--- src/design/spi_master_pkg.sv ---
package spi_master_pkg;

  localparam logic [7:0] OFS_CLOCK_DIVIDER     = 8'hD2;
  localparam logic [7:0] OFS_SERIAL_STATUS     = 8'hD3;
  localparam logic [7:0] OFS_TRANSMIT_HOLDING  = 8'hD4;
  localparam logic [7:0] OFS_RECEIVE_HOLDING   = 8'hD5;
  localparam logic [7:0] OFS_CONTROL_PRIMARY   = 8'hD6;
  localparam logic [7:0] OFS_INTERRUPT_ENABLES = 8'hD7;

  localparam logic [7:0] RST_CLOCK_DIVIDER     = 8'h04;
  localparam logic [7:0] RST_SERIAL_STATUS     = 8'h02;
  localparam logic [7:0] RST_HOLDING           = 8'h00;
  localparam logic [7:0] RST_CONTROL           = 8'h00;

  localparam logic [7:0] MASK_CONTROL_PRIMARY   = 8'h7E;
  localparam logic [7:0] MASK_INTERRUPT_ENABLES = 8'h0F;
  localparam logic [7:0] MASK_CLOCK_DIVIDER     = 8'hFC;

  localparam int BIT_TX_ON          = 6;
  localparam int BIT_RX_ON          = 5;
  localparam int BIT_UNIT_ON        = 4;
  localparam int BIT_SELECT_ON      = 3;
  localparam int BIT_LSB_FIRST      = 2;
  localparam int BIT_CLOCK_POLARITY = 1;

  localparam int BIT_TX_END_IRQ     = 3;
  localparam int BIT_OVERRUN_IRQ    = 2;
  localparam int BIT_TX_EMPTY_IRQ   = 1;
  localparam int BIT_RX_FULL_IRQ    = 0;

  localparam int FRAME_BITS         = 8;
  localparam int FIFO_DEPTH         = 8;

  typedef struct packed {
    logic       tx_on;
    logic       rx_on;
    logic       unit_on;
    logic       select_on;
    logic       lsb_first_sel;
    logic       clock_polarity_sel;
  } control_t;

  typedef struct packed {
    logic       busy;
    logic       tx_end_flag;
    logic       overrun_flag;
    logic       tx_empty_flag;
    logic       rx_full_flag;
  } status_t;

  typedef enum logic [1:0] {
    ST_IDLE  = 2'b00,
    ST_LEAD  = 2'b01,
    ST_TRAIL = 2'b11
  } shift_state_t;

endpackage

--- src/design/sync_fifo.sv ---
`timescale 1ns/1ps
module sync_fifo #(
  parameter int WIDTH = 8,
  parameter int DEPTH = 8
) (
  input  wire logic             clk_sys,
  input  wire logic             rst,
  input  wire logic [WIDTH-1:0] in_data,
  input  wire logic             in_valid,
  output logic                  in_ready,
  output logic [WIDTH-1:0]      out_data,
  output logic                  out_valid,
  input  wire logic             out_ready
);
  localparam int AW = $clog2(DEPTH);

  logic [WIDTH-1:0] mem [DEPTH];
  logic [AW-1:0]    wr_ptr_reg;
  logic [AW-1:0]    rd_ptr_reg;
  logic [AW:0]      count_reg;
  logic [WIDTH-1:0] out_data_reg;
  logic             out_valid_reg;

  wire mem_empty = (count_reg == '0);
  wire push      = in_valid && in_ready;
  wire refill    = !mem_empty && (!out_valid_reg || out_ready);
  wire pop_out   = out_valid_reg && out_ready;

  // the output register counts as one of the DEPTH words, so the whole buffer holds DEPTH
  wire [AW:0] held = count_reg + (AW+1)'(out_valid_reg);

  assign in_ready  = (held != (AW+1)'(DEPTH));
  assign out_data  = out_data_reg;
  assign out_valid = out_valid_reg;

  // read data leave through a register stage
  always_ff @(posedge clk_sys) begin
    if (push) begin
      mem[wr_ptr_reg] <= in_data;
    end
  end

  always_ff @(posedge clk_sys) begin
    if (rst) begin
      wr_ptr_reg    <= '0;
      rd_ptr_reg    <= '0;
      count_reg     <= '0;
      out_data_reg  <= '0;
      out_valid_reg <= 1'b0;
    end else begin
      if (push) begin
        wr_ptr_reg <= AW'((wr_ptr_reg + 1'b1) % DEPTH);
      end
      if (refill) begin
        rd_ptr_reg   <= AW'((rd_ptr_reg + 1'b1) % DEPTH);
        out_data_reg <= mem[rd_ptr_reg];
      end
      count_reg <= count_reg + (AW+1)'(push) - (AW+1)'(refill);
      if (refill) begin
        out_valid_reg <= 1'b1;
      end else if (pop_out) begin
        out_valid_reg <= 1'b0;
      end
    end
  end
endmodule

--- src/design/spi_master_controller.sv ---
`timescale 1ns/1ps
// What this block does
// RL1: master only, frames of exactly eight bits
// RL2: first data bit appears with the first generated clock edge
// RL3: send and receive at once over separate data lines
// RL4: eight-bit transmit and receive paths, holding register apart from shifter
// RL5: transmit byte is serialised; incoming bits assembled into receive byte
// RL6: data out, data in, clock out, optional select; grounded select works
// RL7: control bit 6 enables the transmitter
// RL8: control bit 5 enables the receiver
// RL9: control bit 4 is the overall unit enable
// RL10: control bit 3 lets the block drive the select output
// RL11: control bit 2 picks msb first (0) or lsb first (1)
// RL12: control bit 1 sets clock idle level and sampling edge
// RL13: enable bit 3 gates the transmission-end interrupt
// RL14: enable bit 2 gates the receive-overrun interrupt
// RL15: enable bit 1 gates the transmit-holding-empty interrupt
// RL16: enable bit 0 gates the receive-holding-full interrupt
// RL17: transmit holding is write only at its address
// RL18: receive holding is read only, first byte finished since its last read; bytes finished while it is full are dropped
// RL19: serial clock rate derived from system clock by divider register
// RL20: divisor is the sum of set divider bits, 4 to 252
// RL21: transmitter off stops both directions, clock held idle; a frame already under way still runs to its eighth bit first
// RL22: select driven low before transfer, raised after last bit
// RL23: eighth bit sent with nothing waiting sets end flag and interrupt
// RL24: reserved control bits read zero and ignore writes
module spi_master_controller
  import spi_master_pkg::*;
#(
  parameter int FIFO_WIDTH = FRAME_BITS,
  parameter int FIFO_DEP   = FIFO_DEPTH
) (
  input  wire logic       clk_sys,
  input  wire logic       rst,
  input  wire logic [7:0] reg_addr,
  input  wire logic [7:0] reg_wdata,
  input  wire logic       reg_wr,
  input  wire logic       reg_rd,
  output logic [7:0]      reg_rdata,
  output logic            irq,
  output logic            serial_data_out,
  input  wire logic       serial_data_in,
  output logic            serial_clock_out,
  output logic            slave_select_out,
  output logic            slave_select_oe_n,
  output logic            tx_fifo_ready
);

  logic [7:0]   divider_reg;
  logic [7:0]   ctrl_bits_reg;
  logic [7:0]   irq_en_reg;
  logic [7:0]   rx_hold_reg;
  logic         rx_full_reg;
  logic         overrun_reg;
  logic         tx_end_reg;
  logic [7:0]   tx_shift_reg;
  logic [7:0]   rx_shift_reg;
  logic [3:0]   bit_cnt_reg;
  logic [7:0]   div_cnt_reg;
  logic         sclk_reg;
  logic         sdo_reg;
  logic         sel_reg;
  logic [7:0]   rdata_reg;
  logic         sdi_meta_reg;
  logic         sdi_sync_reg;
  logic         irq_reg;
  shift_state_t state_reg;
  shift_state_t state_next;

  control_t ctrl;
  status_t  status;

  assign ctrl.tx_on              = ctrl_bits_reg[BIT_TX_ON];
  assign ctrl.rx_on              = ctrl_bits_reg[BIT_RX_ON];
  assign ctrl.unit_on            = ctrl_bits_reg[BIT_UNIT_ON];
  assign ctrl.select_on          = ctrl_bits_reg[BIT_SELECT_ON];
  assign ctrl.lsb_first_sel      = ctrl_bits_reg[BIT_LSB_FIRST];
  assign ctrl.clock_polarity_sel = ctrl_bits_reg[BIT_CLOCK_POLARITY];

  // register decode
  wire wr_divider = reg_wr && (reg_addr == OFS_CLOCK_DIVIDER);
  wire wr_tx_hold = reg_wr && (reg_addr == OFS_TRANSMIT_HOLDING);     // see RL17
  wire wr_control = reg_wr && (reg_addr == OFS_CONTROL_PRIMARY);
  wire wr_irq_en  = reg_wr && (reg_addr == OFS_INTERRUPT_ENABLES);
  wire rd_status  = reg_rd && (reg_addr == OFS_SERIAL_STATUS);
  wire rd_rx_hold = reg_rd && (reg_addr == OFS_RECEIVE_HOLDING);

  // transmit holding path: writes enter an eight-word fifo in front of the shifter
  logic [7:0] fifo_out;
  logic       fifo_valid;
  logic       fifo_take;

  sync_fifo #(
    .WIDTH (FIFO_WIDTH),
    .DEPTH (FIFO_DEP)
  ) u_tx_fifo (
    .clk_sys   (clk_sys),
    .rst       (rst),
    .in_data   (reg_wdata),
    .in_valid  (wr_tx_hold),
    .in_ready  (tx_fifo_ready),
    .out_data  (fifo_out),
    .out_valid (fifo_valid),
    .out_ready (fifo_take)
  );

  // divisor is the sum of the set divider bits; bits 1:0 unused, so a multiple of four
  wire [7:0] divisor   = divider_reg & MASK_CLOCK_DIVIDER;               // see RL20
  wire [7:0] half_div  = {1'b0, divisor[7:1]};
  wire [7:0] half_last = (half_div == 8'h00) ? 8'h00 : half_div - 8'h01;
  wire       half_tick = (div_cnt_reg >= half_last);                     // see RL19

  // transfers start only with the unit and transmitter on, and no overrun halt
  wire halted   = overrun_reg && irq_en_reg[BIT_OVERRUN_IRQ];
  wire run_ok   = ctrl.unit_on && ctrl.tx_on && !halted;                 // see RL9 see RL7 see RL21
  wire tx_empty = !fifo_valid;
  wire busy     = (state_reg != ST_IDLE);

  wire [2:0] bit_idx   = 3'(bit_cnt_reg);
  wire       last_bit  = (bit_cnt_reg == 4'(FRAME_BITS - 1));            // see RL1
  wire [7:0] rx_pos    = 8'h01 << (ctrl.lsb_first_sel ? bit_idx : 3'd7 - bit_idx); // see RL11
  wire [2:0] tx_sel_i  = ctrl.lsb_first_sel ? bit_idx : 3'd7 - bit_idx;
  wire       start     = !busy && run_ok && fifo_valid && half_tick;
  wire       lead_edge = (state_reg == ST_LEAD) && half_tick;
  wire       trail_edge= (state_reg == ST_TRAIL) && half_tick;
  wire       frame_end = trail_edge && last_bit;
  wire       chain     = frame_end && fifo_valid && run_ok;
  wire [7:0] rx_byte   = rx_shift_reg | (sdi_sync_reg ? rx_pos : 8'h00);

  assign fifo_take = start || chain;                                     // see RL4

  // shifter state: lead edge drives data, trail edge samples
  always_comb begin
    state_next = state_reg;
    case (state_reg)
      ST_IDLE: begin
        if (start) begin
          state_next = ST_LEAD;
        end
      end
      ST_LEAD: begin
        if (lead_edge) begin
          state_next = ST_TRAIL;
        end
      end
      ST_TRAIL: begin
        if (trail_edge) begin
          state_next = (last_bit && !chain) ? ST_IDLE : ST_LEAD;
        end
      end
      default: state_next = ST_IDLE;
    endcase
  end

  // data-in pin passes two flip-flops
  always_ff @(posedge clk_sys) begin
    if (rst) begin
      sdi_meta_reg <= 1'b0;
      sdi_sync_reg <= 1'b0;
    end else begin
      sdi_meta_reg <= serial_data_in;
      sdi_sync_reg <= sdi_meta_reg;
    end
  end

  always_ff @(posedge clk_sys) begin
    if (rst) begin
      div_cnt_reg <= 8'h00;
    end else if (half_tick || (!busy && !run_ok)) begin
      div_cnt_reg <= 8'h00;
    end else begin
      div_cnt_reg <= div_cnt_reg + 8'h01;
    end
  end

  // serial engine
  always_ff @(posedge clk_sys) begin
    if (rst) begin
      state_reg    <= ST_IDLE;
      tx_shift_reg <= RST_HOLDING;
      rx_shift_reg <= RST_HOLDING;
      bit_cnt_reg  <= 4'h0;
      sclk_reg     <= 1'b0;
      sdo_reg      <= 1'b0;
      sel_reg      <= 1'b1;
    end else begin
      state_reg <= state_next;
      if (start || chain) begin
        tx_shift_reg <= fifo_out;                                        // see RL5
        bit_cnt_reg  <= 4'h0;
        rx_shift_reg <= 8'h00;
        sel_reg      <= 1'b0;                                            // see RL22
      end else if (trail_edge) begin
        bit_cnt_reg  <= bit_cnt_reg + 4'h1;
        rx_shift_reg <= rx_byte;                                         // see RL3
      end
      if (lead_edge) begin
        sdo_reg  <= tx_shift_reg[tx_sel_i];                              // see RL2 see RL3
        sclk_reg <= !ctrl.clock_polarity_sel;                            // see RL12
      end else if (trail_edge || !busy) begin
        sclk_reg <= ctrl.clock_polarity_sel;                             // see RL12 see RL21
      end
      if (frame_end && !chain) begin
        sel_reg <= 1'b1;                                                 // see RL22
      end
    end
  end

  // status flags: hardware sets win over software clears
  wire rx_done     = frame_end && ctrl.rx_on;                            // see RL8
  wire rx_store    = rx_done && (!rx_full_reg || rd_rx_hold);
  wire rx_overflow = rx_done && rx_full_reg && !rd_rx_hold;
  wire tx_end_set  = frame_end && !fifo_valid;                           // see RL23

  always_ff @(posedge clk_sys) begin
    if (rst) begin
      rx_hold_reg <= RST_HOLDING;
      rx_full_reg <= 1'b0;
      overrun_reg <= 1'b0;
      tx_end_reg  <= 1'b0;
    end else begin
      if (rx_store) begin
        rx_hold_reg <= rx_byte;                                          // see RL18
      end
      rx_full_reg <= rx_store || (rx_full_reg && !rd_rx_hold);
      overrun_reg <= rx_overflow || (overrun_reg && !rd_status);
      tx_end_reg  <= tx_end_set || (tx_end_reg && !rd_status);
    end
  end

  assign status.busy          = busy;
  assign status.tx_end_flag   = tx_end_reg;
  assign status.overrun_flag  = overrun_reg;
  assign status.tx_empty_flag = tx_empty;
  assign status.rx_full_flag  = rx_full_reg;

  // control registers
  always_ff @(posedge clk_sys) begin
    if (rst) begin
      divider_reg   <= RST_CLOCK_DIVIDER;
      ctrl_bits_reg <= RST_CONTROL;
      irq_en_reg    <= RST_CONTROL;
    end else begin
      if (wr_divider) begin
        divider_reg <= reg_wdata & MASK_CLOCK_DIVIDER;
      end
      if (wr_control) begin
        ctrl_bits_reg <= reg_wdata & MASK_CONTROL_PRIMARY;               // see RL24
      end
      if (wr_irq_en) begin
        irq_en_reg <= reg_wdata & MASK_INTERRUPT_ENABLES;                // see RL24
      end
    end
  end

  // read mux; transmit holding reads back zero
  wire [7:0] rd_mux =
    (reg_addr == OFS_CLOCK_DIVIDER)     ? divider_reg :
    (reg_addr == OFS_SERIAL_STATUS)     ? {3'b000, status} :
    (reg_addr == OFS_RECEIVE_HOLDING)   ? rx_hold_reg :
    (reg_addr == OFS_CONTROL_PRIMARY)   ? ctrl_bits_reg :
    (reg_addr == OFS_INTERRUPT_ENABLES) ? irq_en_reg : 8'h00;

  wire irq_next = (tx_end_reg  && irq_en_reg[BIT_TX_END_IRQ])            // see RL13
               || (overrun_reg && irq_en_reg[BIT_OVERRUN_IRQ])           // see RL14
               || (tx_empty    && irq_en_reg[BIT_TX_EMPTY_IRQ])          // see RL15
               || (rx_full_reg && irq_en_reg[BIT_RX_FULL_IRQ]);          // see RL16

  always_ff @(posedge clk_sys) begin
    if (rst) begin
      rdata_reg <= 8'h00;
      irq_reg   <= 1'b0;
    end else begin
      rdata_reg <= reg_rd ? rd_mux : rdata_reg;
      irq_reg   <= irq_next && ctrl.unit_on;
    end
  end

  assign reg_rdata         = rdata_reg;
  assign irq               = irq_reg;
  assign serial_data_out   = sdo_reg;                                    // see RL6
  assign serial_clock_out  = sclk_reg;
  assign slave_select_out  = sel_reg;
  assign slave_select_oe_n = !ctrl.select_on;                            // see RL10

endmodule

--- config.mk ---
export PLATFORM = sky130hd
export DESIGN_NAME = spi_master_controller
export DESIGN_NICKNAME = d
export VERILOG_FILES = /design/src/design/spi_master_pkg.sv /design/src/design/sync_fifo.sv /design/src/design/spi_master_controller.sv
export SDC_FILE = /design/constraint.sdc
export NUM_CORES = 1
export LEC_CHECK = 0
export ABC_AREA = 1
export BUFFER_PORTS_ARGS = -buffer_cell sky130_fd_sc_hd__buf_2
export CAP_MARGIN = 20
export CORE_UTILIZATION = 53
export DETAILED_ROUTE_END_ITERATION = 6
export PLACE_DENSITY = 0.69
export SLEW_MARGIN = 5
export SYNTH_ARGS = -nofsm -noshare
export SYNTH_HDL_FRONTEND = slang
export SYNTH_SLANG_ARGS = --single-unit
--- constraint.sdc ---
create_clock -name clk_sys -period 5.8 [get_ports clk_sys]
set_input_delay 0.58 -clock clk_sys [delete_from_list [all_inputs] [get_ports clk_sys]]
set_output_delay 0.58 -clock clk_sys [all_outputs]
set_load 0.005 [all_outputs]
==> results of run 1 <==
power groups by stage:
stage	clock network [µW]	registers, µW	logic (µW)
finish	1060	1220	530
global route	1120	1230	601
CTS	1070	1220	529
detailed placement	0	1240	525
global placement	0	1240	511
floorplan	0	1220	428
stage by stage:
| stage | cells | hold WS (ps) | cell area, µm² |
|---|---|---|---|
| after floorplan | 809 | 388.3 | 7053 |
| after detailed placement | 992 | 415.6 | 7331 |
| after global placement | 992 | 406.6 | 7331 |
| final | 1024 | 348.5 | 7893 |
| after CTS | 1024 | 343.7 | 7893 |
| after global routing | 1024 | 363.6 | 7893 |
routing by layer:
metal / vias up / wire [µm] / GRT usage
met3: 29 / 644 / 0.04718
met1: 2615 / 7533 / 0.3231
met4: 0 / 417 / 0.1120
met2: 141 / 7575 / 0.3979
met5: - / 0 / 0
li1: 2751 / - / -
cells in the final DEF, fill, tap and decap left out, types with 3 or more instances in the layout:
cell type,count
nand2_1,152
nor2_1,93
dfxtp_1,90
inv_1,88
a21oi_1,68
edfxtp_1,64
nand3_1,57
o21ai_0,50
buf_2,34
ha_1,22
clkbuf_16,17
o21ai_1,9
nand3b_1,9
inv_2,8
nor3_1,8
nor4_2,8
xor2_1,6
clkinv_2,6
nand2_2,4
nor2_2,4
nand3_2,3
nor3_2,3
clkinv_1,3
nand4_1,3
xnor2_1,3
clkinv_4,3
final timing paths:
path | from | endpoint | depth (start not counted) | slack (ps)
max reg2reg | divider_reg[5] | u_tx_fifo.count_reg[2] | 19 | 1890
max | divider_reg[5] | u_tx_fifo.count_reg[2] | 19 | 1890
min reg2reg | sdi_meta_reg | sdi_sync_reg | 2 | 420
min | serial_data_in | sdi_meta_reg | 3 | 350
area by class of cell:
class | count | area share
tap | 172 | 0.02727
clock inverter | 13 | 0.01633
sequential | 154 | 0.4718
multi-input combinational | 532 | 0.3597
clock buffer | 19 | 0.05485
timing repair buffer | 36 | 0.02346
inverter | 98 | 0.04661
worst max-delay path, delay by kind of cell, from the launching register on:
family          cells  cell delay [ps]
compound gates      1              180
xor+xnor            1              180
fa+ha+maj           4             1130
buf+inv             3              240
flops               1              350
simple gates       10             1690
Yosys cell counts, types with 2 or more instances:
master	count	area [µm²]
dfxtp_1	90	1802
buf_4	2	15.01
inv_1	88	330.3
nor3_1	8	40.04
buf_2	5	25.02
nor2_1	93	349.1
a221oi_1	2	17.52
nor3_2	3	30.03
inv_2	8	30.03
nor4_2	8	100.1
nor3b_1	2	15.01
nand4_1	3	18.77
buf_1	2	7.510
ha_1	22	275.3
o21ai_1	9	45.04
nor2_2	4	25.02
nand3b_1	9	67.56
a41oi_1	2	17.52
nand3_1	57	285.3
nand3_2	3	30.03
nand2_1	152	570.6
xor2_1	6	52.55
o21ai_0	50	250.2
clkinv_1	2	7.510
a21o_1	2	15.01
nor2_4	2	22.52
nand4_2	2	25.02
edfxtp_1	64	1922
a211oi_1	2	15.01
o211ai_1	2	15.01
xnor2_1	3	26.28
nand2_4	2	22.52
a21oi_1	68	340.3
clkbuf_1	14	52.55
buf_6	2	22.52
nand2_2	4	25.02
cell families (layout without fill, tap and decap cells):
group                    Yosys count  after routing  share of synthesized area
AO/OA/AOI/OAI                    143            143                     0.1095
buffers and inverters            123            166                    0.06954
XOR/XNOR                           9              9                    0.01118
flip-flops                       154            154                     0.5279
adder cells (fa/ha/maj)           23             23                    0.04187
AND/OR/NAND/NOR                  357            357                     0.2400
==> impl.org, run 1 <==
** Synth
- For this run, the register share of the synthesized area comes to 0.5279.
- The synthesized netlist contains 48 unique library cells.
- Counting every net in the synthesized netlist gives about 850.
- Among all flip-flop cells after synthesis, the most frequent one is dfxtp_1.
- Cells after Synth :: about 810
- Yosys printed 0 warnings.
- EDFF count, synth :: 64
- In this run the cell area of the synthesized design comes to approximately 7100 µm².
- Async set or reset register ratio after synthesis :: 0
- A synthesized cell averages a little under 9 µm².
- Synthesized flop and latch total :: around 150

** STA
- Transition at the pin with the smallest max-transition slack :: around 900 ps
- The final hold violation count is 0.
- The number of pins exceeding their max-slew limit in the final report is 0.
- Setup repair after global routing left no endpoint under its margin.
- Number of failing setup endpoints in the final timing report :: 0
- Max_slew headroom :: 0.3813
- The worst path meets setup with around 1900 ps of slack.
- In the finished design, the share of the clock period the worst path needs comes to 0.6744.
- Shortest period the worst path allows :: between 3000 and 4000 ps
- Timing would allow up to 0.2557 GHz.
- On the final layout, the worst clock skew is roughly 12 ps.
- Summed negative setup slack over all endpoints :: 0 ps

** Layout
- The register with the most flip-flops in the layout has 64 of them.
- Relative to the synthesized area, the layout overhead comes to 11.90%.
- More flip-flops sit in one register than any other, and that register is u_tx_fifo.mem.
- Of the cells placed in the final design, the portion with a size suffix greater than 1 is 0.1244.
- Diode count :: 0
- Summing all flip-flop and latch instances after layout gives ~3700 µm².
- For this run, the share of the core covered by cells in the final layout is 0.6179.
- The multi-input combinational cells in the finished layout cover a total of ~2800 µm².
- Number of nets at the end of the flow :: ~900
- Counting the fill cells in the layout gives 1,104.

** Die
- In this run the horizontal extent of the chip is 117.4 µm.
- The floorplan step defined a die boundary enclosing roughly 14,000 µm².
- After floorplanning, the core was divided into 41 placement rows.
- Die height :: 117.4 µm
- For this design the top-level I/O count stands at 35.
- The total area inside the core boundary comes to approximately 13,000 µm².
- Effective utilization at floorplan :: 0.5522

** GRT
- Wire length of the first global-routing pass :: 26,350 µm
- In the global route stage, overall resource usage came out at 0.2474.
- Entering global routing, the biggest net connects 53 pins.
- After global routing the overflow that remains totals 0.
- Number of global-route vias before repair :: approximately 5,300
- The number of antenna violations at the first check in global routing came to 0.

** Power and ir drop
- Dividing total power by cell area gives a power density of approximately 360 nW/µm².
- Of the total power, registers draw 0.434.
- Overall Power :: around 2800 µW
- Proportion of power drawn by the clock network :: 0.378
- Logic gate share of total power :: 0.188
- Maximum VDD drop :: approximately 0.22 mV
- The analysis attributes to net switching a power of about 830 µW.
- For this design the static power due to leakage is between 0.003 and 0.004 µW.
- Of the total power, the share spent switching nets is 0.2941.
- The internal power of the cells totals 1987 µW.

** Place
- Worst slack after detailed placement :: 1967 ps
- Routability-driven placement congestion ratio :: around 0.89
- HPWL after detailed placement :: ~11,000 µm
- Port bufs :: 34

** Clock tree
- After clock tree synthesis, the clock-pin slew on the worst setup and hold paths is 60 ps.
- Clock tree synthesis selected as its root buffer the cell clkbuf_16.
- Number of setup buffers added after CTS :: 0
- CTS max path bufs :: 2
- TritonCTS clock tree :: done
- CTS built an H-tree with a depth of 4.
- Number of hold-repair buffers added at the cts stage :: 0
- Counting every sink on the clock net gives between 150 and 200.
- Post-CTS Resized :: 0
- For the worst-skew pair, the clock arrives at the later sink with an insertion delay of 430 ps.
- TritonCTS created 17 clock buffers.

** Setup path
- Sort of element at the end of the critical path :: flop
- At the worst endpoint, the arrival time is between 4000 and 5000 ps.
- STA classifies the critical path startpoint as a flop.
- Max incr delay on CP :: roughly 380 ps
- The critical path in this run is classified as flop to flop.
- In this design, the critical path's most frequently occurring cell is ha_1.
- Of all nets on the critical path, the largest fanout is 13.
- Highest-delay cell along the critical path :: fa_1
- Data required time at the worst endpoint :: between 6000 and 7000 ps
- The critical path goes through nor2_1 > inv_1 > nor3_1 > nand2_1 > nand3_1 > ha_1 > a21o_1 > nor2_2 > nand3_4 > nand3_2 > nand3_2 > nand2_2 > inv_2 > ha_1 > inv_1 > ha_1 > fa_1 > xnor2_1 > nor2_1.

** Route
- Final ANT Viol Nets :: 0
- Wirelength, routed :: 16,170 µm
- Summing over every cut layer, the via total after detailed routing is 5,536.
- After detailed routing, the number of remaining DRC violations is 0.
- Post-detailed-route via-to-cell ratio :: ~5.4
- Iter 0 DRT Violations :: 283
- After detailed routing, the average wire length per cell comes to ~16 µm.
- For this run, the detailed router's first-pass iteration total came to 5.

** Job
- # Max-Cap Violations :: 0

** Status
- The flow ran to the end, and the final reports show no timing, DRC or antenna violations.

** Hold path
- Hold crit path type :: input port to flop
No activity file was read; power rests on OpenSTA's default activity.
==> run 2, diff against run 1 <==
Settings changed: PLACE_DENSITY 0.69 to 0.72.
Clock period 5.8 ns to 3.5 ns, I/O delays scaled along.
==> run 2 against run 1 <==
- combinational power increased by 71%
- sequential power grew 67%
- critical endpoint is now u_tx_fifo.count_reg[1]
- wire length rose by 0.11%
- maximum frequency is 18% higher
- hold slack worse by 230 ps
- cell area up 2.5%
- power up 66%
- die area did not move
- clock skew down 4.5 ps
- sequential share of layout area is 1.1 points lower
- first-iteration DRC count increased by 27%
- critical path type unchanged
==> impl.org, run 2 (synthesized netlist as in run 1, its figures left out) <==
** Setup path
- Sort of element at the end of the critical path :: flop
- Data required time at the worst endpoint :: roughly 3900 ps
- Reg-to-Reg Start :: divider_reg[6]
- Critical path data arrival time :: 3690 ps
- Crit start category :: flop
- For the worst flop-to-flop path, the logic depth is 23.
- In this run the critical register-to-register path is captured at u_tx_fifo.count_reg[1].
- Category of the most critical setup path :: flop to flop
- The worst register-to-register path has a setup slack of 180 ps.
- Worst Path Max Fanout :: 8

** Route
- Dividing the detail-routed wire length by the instance count gives between 15 and 20 µm.
- Dividing the detail-routed via count by the number of cells gives ~5.4.
- Remaining routing DRC violations :: 0
- Final ANT Viol Nets :: 0
- Summed over all layers, the routed wires come to 16,190 µm.
- The first detailed-routing pass took 5 iterations.
- The detailed router finished its first iteration with about 360 violations.
- Detailed routing inserted a total of around 5,700 vias.

** STA
- Hold violation total from the final report :: 0
- Number of failing setup endpoints in the final timing report :: 0
- Transition at the pin with the smallest max-transition slack :: between 800 and 900 ps
- For the final database, setup skew stands at 7.610 ps.
- Portion of the clock cycle consumed by the worst path in the final layout :: 0.9496
- Post-route worst hold slack :: about 120 ps
- Timing would allow up to approximately 0.30 GHz.
- The worst pin sits at a relative slew slack of 0.4045.
- Shortest period the worst path allows :: about 3300 ps
- The number of pins exceeding their max-slew limit in the final report was 0.

** Layout
- Number of nets at the end of the flow :: between 800 and 900
- More flip-flops sit in one register than any other, and that register is u_tx_fifo.mem.
- The register with the most flip-flops in the layout has 64 of them.
- Area Growth Syn to Fin :: 14.69%
- The library cell used most frequently in the layout, excluding fill and tap cells, is nand2_1.
- Fraction of layout instances using a drive strength above 1 :: 0.1567
- Diode count :: 0
- Final non-filler cell area :: roughly 8100 µm²
- Commonest cells after routing, fill and taps aside :: nand2_1 (149), nor2_1 (92), dfxtp_1 (89), inv_1 (86), a21oi_1 (67)

** Clock tree
- Counting every sink on the clock net gives ~150.
- Clock-pin slew was measured on the worst setup and hold paths at about 60 ps.
- At the later pin of the worst-skew pair, clock insertion delay measures roughly 430 ps.
- The H-tree generated during clock tree synthesis spans 4 levels.
- The root buffer cell chosen for the clock tree is clkbuf_16.
- TritonCTS built the clock tree.
- Clock tree synthesis inserted a total of 17 buffers.
- Counting along the longest clock path gives a buffer depth of 2.
- Number of hold-repair buffers added at the cts stage :: 0

** Die
- The region available for standard cell placement spans approximately 13,000 µm².
- Die Footprint :: between 10,000 and 15,000 µm²
- From left edge to right edge, the die measures roughly 120 µm.
- For this design the top-level I/O count stands at 35.
- Die height :: between 100 and 150 µm
- Effective utilization at floorplan :: 0.5522
- Site Rows :: slightly above 40

** Hold path
- Counting instances, the worst hold path has a depth of 3.
- Worst min-delay path startpoint :: serial_data_in
- Hold crit path type :: input port to flop
- Worst min-delay path endpoint :: sdi_meta_reg

** Place
- Placed instance area :: around 7400 µm²
- Buffers placed on the I/O ports in this run total 34.
- HPWL after detailed placement :: between 10,000 and 15,000 µm
- Routability-driven placement congestion ratio :: between 0.9 and 1

** GRT
- Overall global routing resource usage :: 0.2441
- Largest net degree at the start of global routing :: 31
- The via count of the first global-routing pass is about 5,400.
- The number of antenna violations at the first check in global routing was 0.
- The first global-routing pass estimated 26,100 µm of wire.
- Total congestion overflow :: 0

** Status
- Status :: completed

** Power and ir drop
- Power density of the placed cells :: 576.6 nW/µm²
- Maximum VDD drop :: roughly 0.37 mV
- The analysis attributes to cell leakage a power of around 0.0033 µW.

** Job
- # Max-Cap Violations :: 0
run 2: cell types whose count changed in the layout (fill, tap and decap cells not counted), moves of 3 or more:
cell and delta:
buf_4 +16, clkinv_2 -4, clkinvlp_4 +3, ha_1 -3, inv_6 +3, nand2_1 -3
run 2: how the worst max path moves through the flow:
stage / from / end / slack (ps)
detailed placement: divider_reg[5] / u_tx_fifo.count_reg[2] / -4
floorplan: divider_reg[5] / u_tx_fifo.count_reg[2] / 220
CTS: divider_reg[2] / u_tx_fifo.count_reg[2] / 80
global route: divider_reg[6] / u_tx_fifo.count_reg[1] / -30
global placement: divider_reg[5] / u_tx_fifo.count_reg[2] / 190
finish: divider_reg[6] / u_tx_fifo.count_reg[1] / 180
run 2: layout make-up:
type,count,area [µm²]
inverters,98,367.9
multi-input cells,532,2928
well taps,172,215.2
flip-flops and latches,154,3725
repair buffers,52,305.3
fillers,1039,4684
clock inverters,15,122.6
clock buffers,17,425.4
run 2: power by group:
group          switching (µW)  internal (µW)  total [µW]  leakage (µW)
sequential               92.5           1940        2040       0.00131
combinational             572            334         906       0.00169
clock                     749            973        1720      0.000259
run 2: stage by stage:
stage / setup WS (ps) / instances / total power, µW / TNS (ps) / utilization
floorplan: 224.5 / 809 / 2723 / 0 / -
global placement: 187.4 / 999 / 2919 / 0 / 0.5780
detailed placement: -3.979 / 999 / 2962 / -3.979 / 0.5780
CTS: 79.86 / 1031 / 4661 / 0 / 0.6215
global route: -28.89 / 1040 / 4876 / -34.14 / 0.6333
finish: 176.4 / 1040 / 4664 / 0 / 0.6333
run 2: critical path, cell delays in order (launching register included):
cell,delay [ps]
dfxtp_1,320
nor2_2,140
inv_2,70
nor3_4,240
nand2_4,110
buf_4,140
nand2_1,60
ha_1,230
nand2_2,70
inv_2,40
nand2_1,50
nand2_1,60
nand2_2,90
nand3_4,130
nand3_4,120
nand3_4,90
nand2_2,110
inv_2,60
ha_1,270
inv_1,40
ha_2,170
fa_2,510
inv_1,40
nor2_1,90
run 2: per-layer routing:
metal	vias up	track usage	part of all wire
met1	2641	0.3169	0.45
li1	2797	-	-
met5	-	0	0
met4	0	0.1234	0.030
met2	180	0.3783	0.46
met3	47	0.06080	0.054
run 2: repair_timing:
item,4_1_cts,5_1_grt
setup buffers,0,9
gates resized for setup,2,18
endpoints found under the setup margin,1,3
pin swaps,0,7
cloned,0,0
